### src/common/ifmu_regs.svh
// Function
// - A source's pending flag sets on its event even while its mask bit is 0.
// - An uncleared, unmasked flag keeps requesting, so it re-fires after enable or return.
// - After reset cpuIntReq and cpuNmiReq (NMI) are blocked until both stack pointers are written; the group irq is not.
// - Rewriting one stack pointer blocks cpuIntReq and cpuNmiReq again until the other is rewritten.
// - Every pending flag is 0 after reset.
// - Unused flag and mask bits read 0 and ignore writes.
// - Timer flags in timer pending bits 1,0; serial and key flags in bit 0.
// - Clock-timer pending: bit 3 1 Hz, 2 2 Hz, 1 8 Hz, 0 32 Hz.
// - Stopwatch pending: bit 1 for 1 Hz, bit 0 for 10 Hz.
// - Masks: serial in bit 0, stopwatch bits 1,0, programmable timers bits 1,0.
// - Key selection and comparison registers per group; key masks in bit 0.
// - Each selection bit decides whether its key input may raise the group interrupt.
`ifndef IFMU_REGS_SVH
`define IFMU_REGS_SVH
`define IFMU_IDX_KSEL0 16'hFF20
`define IFMU_IDX_KCMP0 16'hFF22
`define IFMU_IDX_KSEL1 16'hFF24
`define IFMU_IDX_KCMP1 16'hFF26
`define IFMU_IDX_MPT 16'hFFE2
`define IFMU_IDX_MSER 16'hFFE3
`define IFMU_IDX_MK0 16'hFFE4
`define IFMU_IDX_MK1 16'hFFE5
`define IFMU_IDX_MCLK 16'hFFE6
`define IFMU_IDX_MSW 16'hFFE7
`define IFMU_IDX_PPT 16'hFFF2
`define IFMU_IDX_PSER 16'hFFF3
`define IFMU_IDX_PK0 16'hFFF4
`define IFMU_IDX_PK1 16'hFFF5
`define IFMU_IDX_PCLK 16'hFFF6
`define IFMU_IDX_PSW 16'hFFF7
`define IFMU_IDX_ISTAT 16'hFF30
`define IFMU_IDX_IMASK 16'hFF31
`define IFMU_IDX_SPSTAT 16'hFF32
`define IFMU_BITS_PT 4'h3
`define IFMU_BITS_ONE 4'h1
`define IFMU_BITS_CLK 4'hF
`define IFMU_BITS_SW 4'h3
`define IFMU_RST_FLAG 4'h0
`define IFMU_RST_MASK 4'h0
`define IFMU_RST_KSEL 4'h0
`define IFMU_RST_KCMP 4'hF
`define IFMU_RST_GRP 6'h00
`define IFMU_GRP_PT 0
`define IFMU_GRP_SER 1
`define IFMU_GRP_K0 2
`define IFMU_GRP_K1 3
`define IFMU_GRP_CLK 4
`define IFMU_GRP_SW 5
`endif

### src/common/ifmu_pkg.sv
package ifmu_pkg;
	// Peripheral events, one-cycle pulses on core_clk
	typedef struct packed {
		logic [1:0] progTimer;
		logic serial;
		logic [3:0] clockTimer;
		logic [1:0] stopwatch;
	} ifmu_evt_t;
	typedef enum logic [1:0] {SP_NONE, SP_WIDE_ONLY, SP_NIBBLE_ONLY, SP_READY} ifmu_sp_state_t;
endpackage

### src/design/ifmu_top.sv
// Chosen here: register access over Wishbone.
`timescale 1ns/10ps
`include "ifmu_regs.svh"
module ifmu_top
	import ifmu_pkg::*;
(
	input wire logic core_clk,
	input wire logic rst,
	input wire logic wbCyc,
	input wire logic wbStb,
	input wire logic wbWe,
	input wire logic [17:0] wbAdr,
	input wire logic [3:0] wbSel,
	input wire logic [31:0] wbDatIn,
	output logic [31:0] wbDatOut,
	output logic wbAck,
	input wire ifmu_evt_t periphEvt,
	input wire logic [3:0] keyPin0,
	input wire logic [3:0] keyPin1,
	input wire logic spWideWr,
	input wire logic spNibbleWr,
	input wire logic nmiSrc,
	output logic cpuIntReq,
	output logic cpuNmiReq,
	output logic irq
);
	function automatic logic [3:0] w1c(input logic [3:0] cur, input logic [3:0] set,
		input logic [3:0] clr, input logic [3:0] bits);
		return ((cur & ~clr) | set) & bits;
	endfunction
	function automatic logic keyHit(input logic [3:0] k, input logic [3:0] cmp,
		input logic [3:0] sel);
		return |((k ^ cmp) & sel);
	endfunction

	logic [15:0] regIdx;
	logic reqNew;
	logic wrEn;
	logic rdEn;
	logic [3:0] wd;
	logic [31:0] next_rdData;
	logic [3:0] keySel0, keySel1, keyCmp0, keyCmp1;
	logic [3:0] mPt, mSer, mK0, mK1, mClk, mSw;
	logic [3:0] pPt, pSer, pK0, pK1, pClk, pSw;
	logic [5:0] grpStat, grpMask, statSnap, grpEvt;
	logic [3:0] k0s1, k0s2, k0s3, k1s1, k1s2, k1s3, key0, key1;
	logic hit0Q, hit1Q, k0Evt, k1Evt;
	ifmu_sp_state_t spState;
	logic spReady;

	assign regIdx = wbAdr[17:2];
	assign reqNew = wbCyc && wbStb && !wbAck;
	// Effects land on the edge the master sees ack, never earlier
	assign wrEn = wbCyc && wbStb && wbAck && wbWe && wbSel[0];
	assign rdEn = wbCyc && wbStb && wbAck && !wbWe;
	assign wd = wbDatIn[3:0];

	always_ff @(posedge core_clk or posedge rst) begin
		if (rst) begin
			wbAck <= 1'b0;
		end else begin
			wbAck <= reqNew;
		end
	end

	// Unmapped indices answer with zero data
	always_comb begin
		next_rdData = 32'h0000_0000;
		if (regIdx == `IFMU_IDX_KSEL0) begin
			next_rdData[3:0] = keySel0;
		end else if (regIdx == `IFMU_IDX_KCMP0) begin
			next_rdData[3:0] = keyCmp0;
		end else if (regIdx == `IFMU_IDX_KSEL1) begin
			next_rdData[3:0] = keySel1;
		end else if (regIdx == `IFMU_IDX_KCMP1) begin
			next_rdData[3:0] = keyCmp1;
		end else if (regIdx == `IFMU_IDX_MPT) begin
			next_rdData[3:0] = mPt;
		end else if (regIdx == `IFMU_IDX_MSER) begin
			next_rdData[3:0] = mSer;
		end else if (regIdx == `IFMU_IDX_MK0) begin
			next_rdData[3:0] = mK0;
		end else if (regIdx == `IFMU_IDX_MK1) begin
			next_rdData[3:0] = mK1;
		end else if (regIdx == `IFMU_IDX_MCLK) begin
			next_rdData[3:0] = mClk;
		end else if (regIdx == `IFMU_IDX_MSW) begin
			next_rdData[3:0] = mSw;
		end else if (regIdx == `IFMU_IDX_PPT) begin
			next_rdData[3:0] = pPt;
		end else if (regIdx == `IFMU_IDX_PSER) begin
			next_rdData[3:0] = pSer;
		end else if (regIdx == `IFMU_IDX_PK0) begin
			next_rdData[3:0] = pK0;
		end else if (regIdx == `IFMU_IDX_PK1) begin
			next_rdData[3:0] = pK1;
		end else if (regIdx == `IFMU_IDX_PCLK) begin
			next_rdData[3:0] = pClk;
		end else if (regIdx == `IFMU_IDX_PSW) begin
			next_rdData[3:0] = pSw;
		end else if (regIdx == `IFMU_IDX_ISTAT) begin
			next_rdData[5:0] = grpStat;
		end else if (regIdx == `IFMU_IDX_IMASK) begin
			next_rdData[5:0] = grpMask;
		end else if (regIdx == `IFMU_IDX_SPSTAT) begin
			next_rdData[0] = spReady;
		end
	end

	always_ff @(posedge core_clk or posedge rst) begin
		if (rst) begin
			wbDatOut <= 32'h0000_0000;
		end else if (reqNew) begin
			wbDatOut <= next_rdData;
		end
	end

	always_ff @(posedge core_clk or posedge rst) begin
		if (rst) begin
			keySel0 <= `IFMU_RST_KSEL;
			keySel1 <= `IFMU_RST_KSEL;
			keyCmp0 <= `IFMU_RST_KCMP;
			keyCmp1 <= `IFMU_RST_KCMP;
		end else if (wrEn) begin
			if (regIdx == `IFMU_IDX_KSEL0) begin
				keySel0 <= wd;
			end else if (regIdx == `IFMU_IDX_KCMP0) begin
				keyCmp0 <= wd;
			end else if (regIdx == `IFMU_IDX_KSEL1) begin
				keySel1 <= wd;
			end else if (regIdx == `IFMU_IDX_KCMP1) begin
				keyCmp1 <= wd;
			end
		end
	end

	// Masks keep only their implemented bits
	always_ff @(posedge core_clk or posedge rst) begin
		if (rst) begin
			mPt <= `IFMU_RST_MASK;
			mSer <= `IFMU_RST_MASK;
			mK0 <= `IFMU_RST_MASK;
			mK1 <= `IFMU_RST_MASK;
			mClk <= `IFMU_RST_MASK;
			mSw <= `IFMU_RST_MASK;
			grpMask <= `IFMU_RST_GRP;
		end else if (wrEn) begin
			if (regIdx == `IFMU_IDX_MPT) begin
				mPt <= wd & `IFMU_BITS_PT;
			end else if (regIdx == `IFMU_IDX_MSER) begin
				mSer <= wd & `IFMU_BITS_ONE;
			end else if (regIdx == `IFMU_IDX_MK0) begin
				mK0 <= wd & `IFMU_BITS_ONE;
			end else if (regIdx == `IFMU_IDX_MK1) begin
				mK1 <= wd & `IFMU_BITS_ONE;
			end else if (regIdx == `IFMU_IDX_MCLK) begin
				mClk <= wd & `IFMU_BITS_CLK;
			end else if (regIdx == `IFMU_IDX_MSW) begin
				mSw <= wd & `IFMU_BITS_SW;
			end else if (regIdx == `IFMU_IDX_IMASK) begin
				grpMask <= wbDatIn[5:0];
			end
		end
	end

	// Key pins: three stages, a bit moves once stages two and three agree
	always_ff @(posedge core_clk or posedge rst) begin
		if (rst) begin
			k0s1 <= 4'h0;
			k0s2 <= 4'h0;
			k0s3 <= 4'h0;
			k1s1 <= 4'h0;
			k1s2 <= 4'h0;
			k1s3 <= 4'h0;
			key0 <= 4'h0;
			key1 <= 4'h0;
		end else begin
			k0s1 <= keyPin0;
			k0s2 <= k0s1;
			k0s3 <= k0s2;
			k1s1 <= keyPin1;
			k1s2 <= k1s1;
			k1s3 <= k1s2;
			key0 <= (k0s2 & k0s3) | (key0 & (k0s2 | k0s3));
			key1 <= (k1s2 & k1s3) | (key1 & (k1s2 | k1s3));
		end
	end

	// A group fires when a selected key starts to differ from its comparison bit
	always_ff @(posedge core_clk or posedge rst) begin
		if (rst) begin
			hit0Q <= 1'b0;
			hit1Q <= 1'b0;
		end else begin
			hit0Q <= keyHit(key0, keyCmp0, keySel0);
			hit1Q <= keyHit(key1, keyCmp1, keySel1);
		end
	end
	assign k0Evt = keyHit(key0, keyCmp0, keySel0) && !hit0Q;
	assign k1Evt = keyHit(key1, keyCmp1, keySel1) && !hit1Q;

	// Pending flags: set regardless of mask, write 1 clears, set wins
	always_ff @(posedge core_clk or posedge rst) begin
		if (rst) begin
			pPt <= `IFMU_RST_FLAG;
			pSer <= `IFMU_RST_FLAG;
			pK0 <= `IFMU_RST_FLAG;
			pK1 <= `IFMU_RST_FLAG;
			pClk <= `IFMU_RST_FLAG;
			pSw <= `IFMU_RST_FLAG;
		end else begin
			pPt <= w1c(pPt, {2'b00, periphEvt.progTimer},
				(wrEn && regIdx == `IFMU_IDX_PPT) ? wd : 4'h0, `IFMU_BITS_PT);
			pSer <= w1c(pSer, {3'b000, periphEvt.serial},
				(wrEn && regIdx == `IFMU_IDX_PSER) ? wd : 4'h0, `IFMU_BITS_ONE);
			pK0 <= w1c(pK0, {3'b000, k0Evt},
				(wrEn && regIdx == `IFMU_IDX_PK0) ? wd : 4'h0, `IFMU_BITS_ONE);
			pK1 <= w1c(pK1, {3'b000, k1Evt},
				(wrEn && regIdx == `IFMU_IDX_PK1) ? wd : 4'h0, `IFMU_BITS_ONE);
			pClk <= w1c(pClk, periphEvt.clockTimer,
				(wrEn && regIdx == `IFMU_IDX_PCLK) ? wd : 4'h0, `IFMU_BITS_CLK);
			pSw <= w1c(pSw, {2'b00, periphEvt.stopwatch},
				(wrEn && regIdx == `IFMU_IDX_PSW) ? wd : 4'h0, `IFMU_BITS_SW);
		end
	end

	// Stack pointer pairing gate
	always_ff @(posedge core_clk or posedge rst) begin
		if (rst) begin
			spState <= SP_NONE;
		end else begin
			case (spState)
				SP_NONE: begin
					if (spWideWr && spNibbleWr) spState <= SP_READY;
					else if (spWideWr) spState <= SP_WIDE_ONLY;
					else if (spNibbleWr) spState <= SP_NIBBLE_ONLY;
				end
				SP_WIDE_ONLY: begin
					if (spNibbleWr) spState <= SP_READY;
				end
				SP_NIBBLE_ONLY: begin
					if (spWideWr) spState <= SP_READY;
				end
				SP_READY: begin
					if (spWideWr && spNibbleWr) spState <= SP_READY;
					else if (spWideWr) spState <= SP_WIDE_ONLY;
					else if (spNibbleWr) spState <= SP_NIBBLE_ONLY;
				end
				default: spState <= SP_NONE;
			endcase
		end
	end
	assign spReady = (spState == SP_READY);

	// Level request re-fires by itself once the core re-enables or returns
	assign cpuIntReq = spReady && (|(pPt & mPt) || |(pSer & mSer) || |(pK0 & mK0)
		|| |(pK1 & mK1) || |(pClk & mClk) || |(pSw & mSw));
	assign cpuNmiReq = spReady && nmiSrc;

	// Group status: sticky, cleared by reading; only bits the read returned clear
	assign grpEvt[`IFMU_GRP_PT] = |periphEvt.progTimer;
	assign grpEvt[`IFMU_GRP_SER] = periphEvt.serial;
	assign grpEvt[`IFMU_GRP_K0] = k0Evt;
	assign grpEvt[`IFMU_GRP_K1] = k1Evt;
	assign grpEvt[`IFMU_GRP_CLK] = |periphEvt.clockTimer;
	assign grpEvt[`IFMU_GRP_SW] = |periphEvt.stopwatch;

	always_ff @(posedge core_clk or posedge rst) begin
		if (rst) begin
			statSnap <= `IFMU_RST_GRP;
		end else if (reqNew) begin
			statSnap <= grpStat;
		end
	end

	always_ff @(posedge core_clk or posedge rst) begin
		if (rst) begin
			grpStat <= `IFMU_RST_GRP;
		end else if (rdEn && regIdx == `IFMU_IDX_ISTAT) begin
			grpStat <= (grpStat & ~statSnap) | grpEvt;
		end else begin
			grpStat <= grpStat | grpEvt;
		end
	end
	assign irq = |(grpStat & grpMask);
endmodule // ifmu_top

### config.mk
export PLATFORM = sky130hd
export DESIGN_NAME = ifmu_top
export DESIGN_NICKNAME = d
export VERILOG_FILES = /design/src/common/ifmu_pkg.sv /design/src/design/ifmu_top.sv
export VERILOG_INCLUDE_DIRS = /design/src /design/src/common
export SDC_FILE = /design/constraint.sdc
export NUM_CORES = 1
export LEC_CHECK = 0
export BUFFER_PORTS_ARGS = -buffer_cell sky130_fd_sc_hd__buf_2
export CORE_UTILIZATION = 60
export CTS_BUF_LIST = sky130_fd_sc_hd__clkbuf_2
export DETAILED_ROUTE_END_ITERATION = 7
export PLACE_DENSITY = 0.88
export SYNTH_ARGS = -nofsm -noshare
export SYNTH_HDL_FRONTEND = slang
export SYNTH_SLANG_ARGS = --single-unit
export TNS_END_PERCENT = 10
### constraint.sdc
create_clock -name core_clk -period 5.3 [get_ports core_clk]
set_clock_uncertainty 0.1 [all_clocks]
set_input_delay 0.795 -clock core_clk [delete_from_list [all_inputs] [get_ports core_clk]]
set_output_delay 0.795 -clock core_clk [all_outputs]
set_load 0.005 [all_outputs]
==> reports/results.ini <==
[detailed_routing]
top_layer_used = met4
avgViaCountPerCell = 6.072
drt-initial-drc-count = 374
drc_errors = 0
wl_met3_um = 625
wirelength_mm = 11.08
dr.pass1.iters = 5
ant_nets = 0
met2_length_mm = 5.281
num_vias = 3607
avgRoutedWirePerCell_um = 18.66
drt-met1-wl_mm = 4.761

[clock_tree]
numCtsBuffers = 9
cts.htree.levels = 3
clk_pin_slew_worst_paths_ns = 0.30
cts_setup_buffers = 0
cts.sinks = 99
cts_tree = done
cts-root-buf = clkbuf_2
cts_hold_buffers = 0
clkLatencyLatePin_ns = 0.58
cts_resized = 0
clockBufferDepth = 2

[hold_path]
hp-class = in2reg
min_from = keyPin0[1]

[timing]
drv_slew = 0
fin_crit_ns = 2.784
rsz0062_at_grt = no
timing.final.crit_share_pct = 52.53
setup_viol = 0
clock.fmax_mhz = 359.2
hold_viol = 0
relSlewSlack_pct = 31.62
tightest_slew_ns = 1.026
final.setup.tns_ns = 0

[pwr]
irDropWorstVdd_uv = 204.8
p_leak_nw = 2.384
power.density_nw_per_um2 = 258.8

[floorplan]
die_w_um = 91.71
die_h_um = 91.71
rows = 32
initial_utilization_pct = 62.16
coreArea_um2 = 7767
io_pins = 115
die-area_um2 = 8410

[logic_synthesis]
yosysWarnings = 0
synth_edf_count = 0
syn_area_um2 = 4828
ys_ff_latch = 99
synthArstFlopShare_pct = 100.0
syn_area_per_cell_um2 = 11.07
synth_cell_type_count = 60
ys_dominant_reg_cell = dfrtp_1
seq_area_frac_synth_pct = 51.52
syn-instance-count = 436

[grt]
grt_pass1_wl_mm = 18.04
track_usage_pct = 28.30
antenna_found_initial = 0
grt_pass1_vias = 3490
grt_start_max_net_pins = 63
gr-total-overflow = 0

[finish]
nets = 569
drive_above_1_share_pct = 25.61
final_cell_mix = dfrtp_1 (91), buf_2 (57), nand2_1 (54)
layout.cells.most_common = dfrtp_1
fillers = 636
fin_util_pct = 66.87
syn_to_final_growth_pct = 7.567
n_antenna_cell = 0

[place]
port_buffers = 57
gp_congestion = 0.8934
dp.final_hpwl_mm = 8.222

[setup_path]
crit_fanout = 3
worstSetupEndpointType = output port
critPathLaunch = mClk[2]
required_ns = 4.41
r2r-start = wbAck
critPathKind = reg2out
start_kind = flip-flop
worstPathArrival_ns = 1.89

[run]
drv_cap = 0

[run_status]
status = finished, final reports clean

## worst max-delay path, cell delays in order (launching register included)
cell	delay (ns)
dfrtp_1	0.49
a22o_1	0.26
a221oi_1	0.28
a31oi_1	0.15
buf_2	0.15
## area by class of cell
| class | instances | area, um^2 | area share, % |
|---|---|---|---|
| Timing Repair Buffer | 59 | 300.3 | 5.782 |
| Multi-Input combinational cell | 311 | 2137 | 41.15 |
| Sequential cell | 99 | 2487 | 47.89 |
| Clock buffer | 9 | 45.04 | 0.8673 |
| Clock inverter | 7 | 68.82 | 1.325 |
| Tap cell | 102 | 127.6 | 2.457 |
| Inverter | 7 | 27.53 | 0.5300 |
## per-layer routing
metal / GRT usage, % / vias to the layer above
met1: 37.83 / 1782
met2: 46.05 / 157
li1: - / 1638
met5: 0 / -
met3: 5.141 / 30
met4: 11.46 / 0
## final timing paths
check | endpoint | slack, ns | cells past startpoint
max in group asynchronous | keyCmp1[0] | 3.73 | 3
hold reg to reg | k0s2[0] | 0.27 | 0
setup reg to reg | mClk[2] | 2.82 | 5
hold / removal | k0s1[1] | 0.18 | 1
min in group asynchronous | k0s3[1] | 0.25 | 2
setup / recovery | cpuIntReq | 2.52 | 4
## cell usage after synthesis (5+ instances only)
cell type	instances	share of area [%]
a21o_1	17	2.6
a21oi_1	15	1.6
a22oi_1	12	1.9
a31oi_1	5	0.65
buf_4	26	4.0
clkbuf_1	14	1.1
dfrtp_1	91	47
dfstp_2	8	4.4
inv_1	7	0.54
maj3_1	8	1.7
mux2_2	28	6.5
mux2_4	6	1.9
nand2_1	54	4.2
nand3_1	14	1.5
nand4_1	12	1.6
nor2_1	14	1.1
nor2b_1	5	0.65
nor3_1	6	0.62
nor4_1	5	0.65
o21ai_0	8	0.83
xor2_1	8	1.5
## registers in the layout, summed over array words and instances (netlist names), 6 cells and up
signal    flops
grpMask       6
grpStat       6
statSnap      6
wbDatOut      6
## report_power, final
part / internal (mW) / switching [mW]
sequential: 0.789 / 0.0223
clock: 0.0762 / 0.282
combinational: 0.0680 / 0.107
total: 0.933 / 0.411
## through the flow
stage                     hold slack, ns  cell area, um^2  worst slack, ns  power (mW)  std cells
final                             0.1824             5194            2.516       1.344        594
after global routing              0.1126             5194            2.452       1.407        594
after global placement            0.2330             5080            2.114      0.9849        578
after detailed placement          0.2365             5080            2.089      0.9978        578
after floorplan                   0.2312             4922            1.828      0.9400        461
after CTS                         0.1547             5194            2.536       1.353        594
## cell families after synthesis
kind of cell | Yosys count | share of synthesized area, %
other cells | 1 | 0.07767
simple gates | 148 | 17.26
xor+xnor | 8 | 1.451
mux | 40 | 9.743
flops | 99 | 51.52
buf+inv | 51 | 6.167
compound gates | 78 | 11.35
fa+ha+maj | 11 | 2.436
No activity file was read; power rests on OpenSTA's default activity.
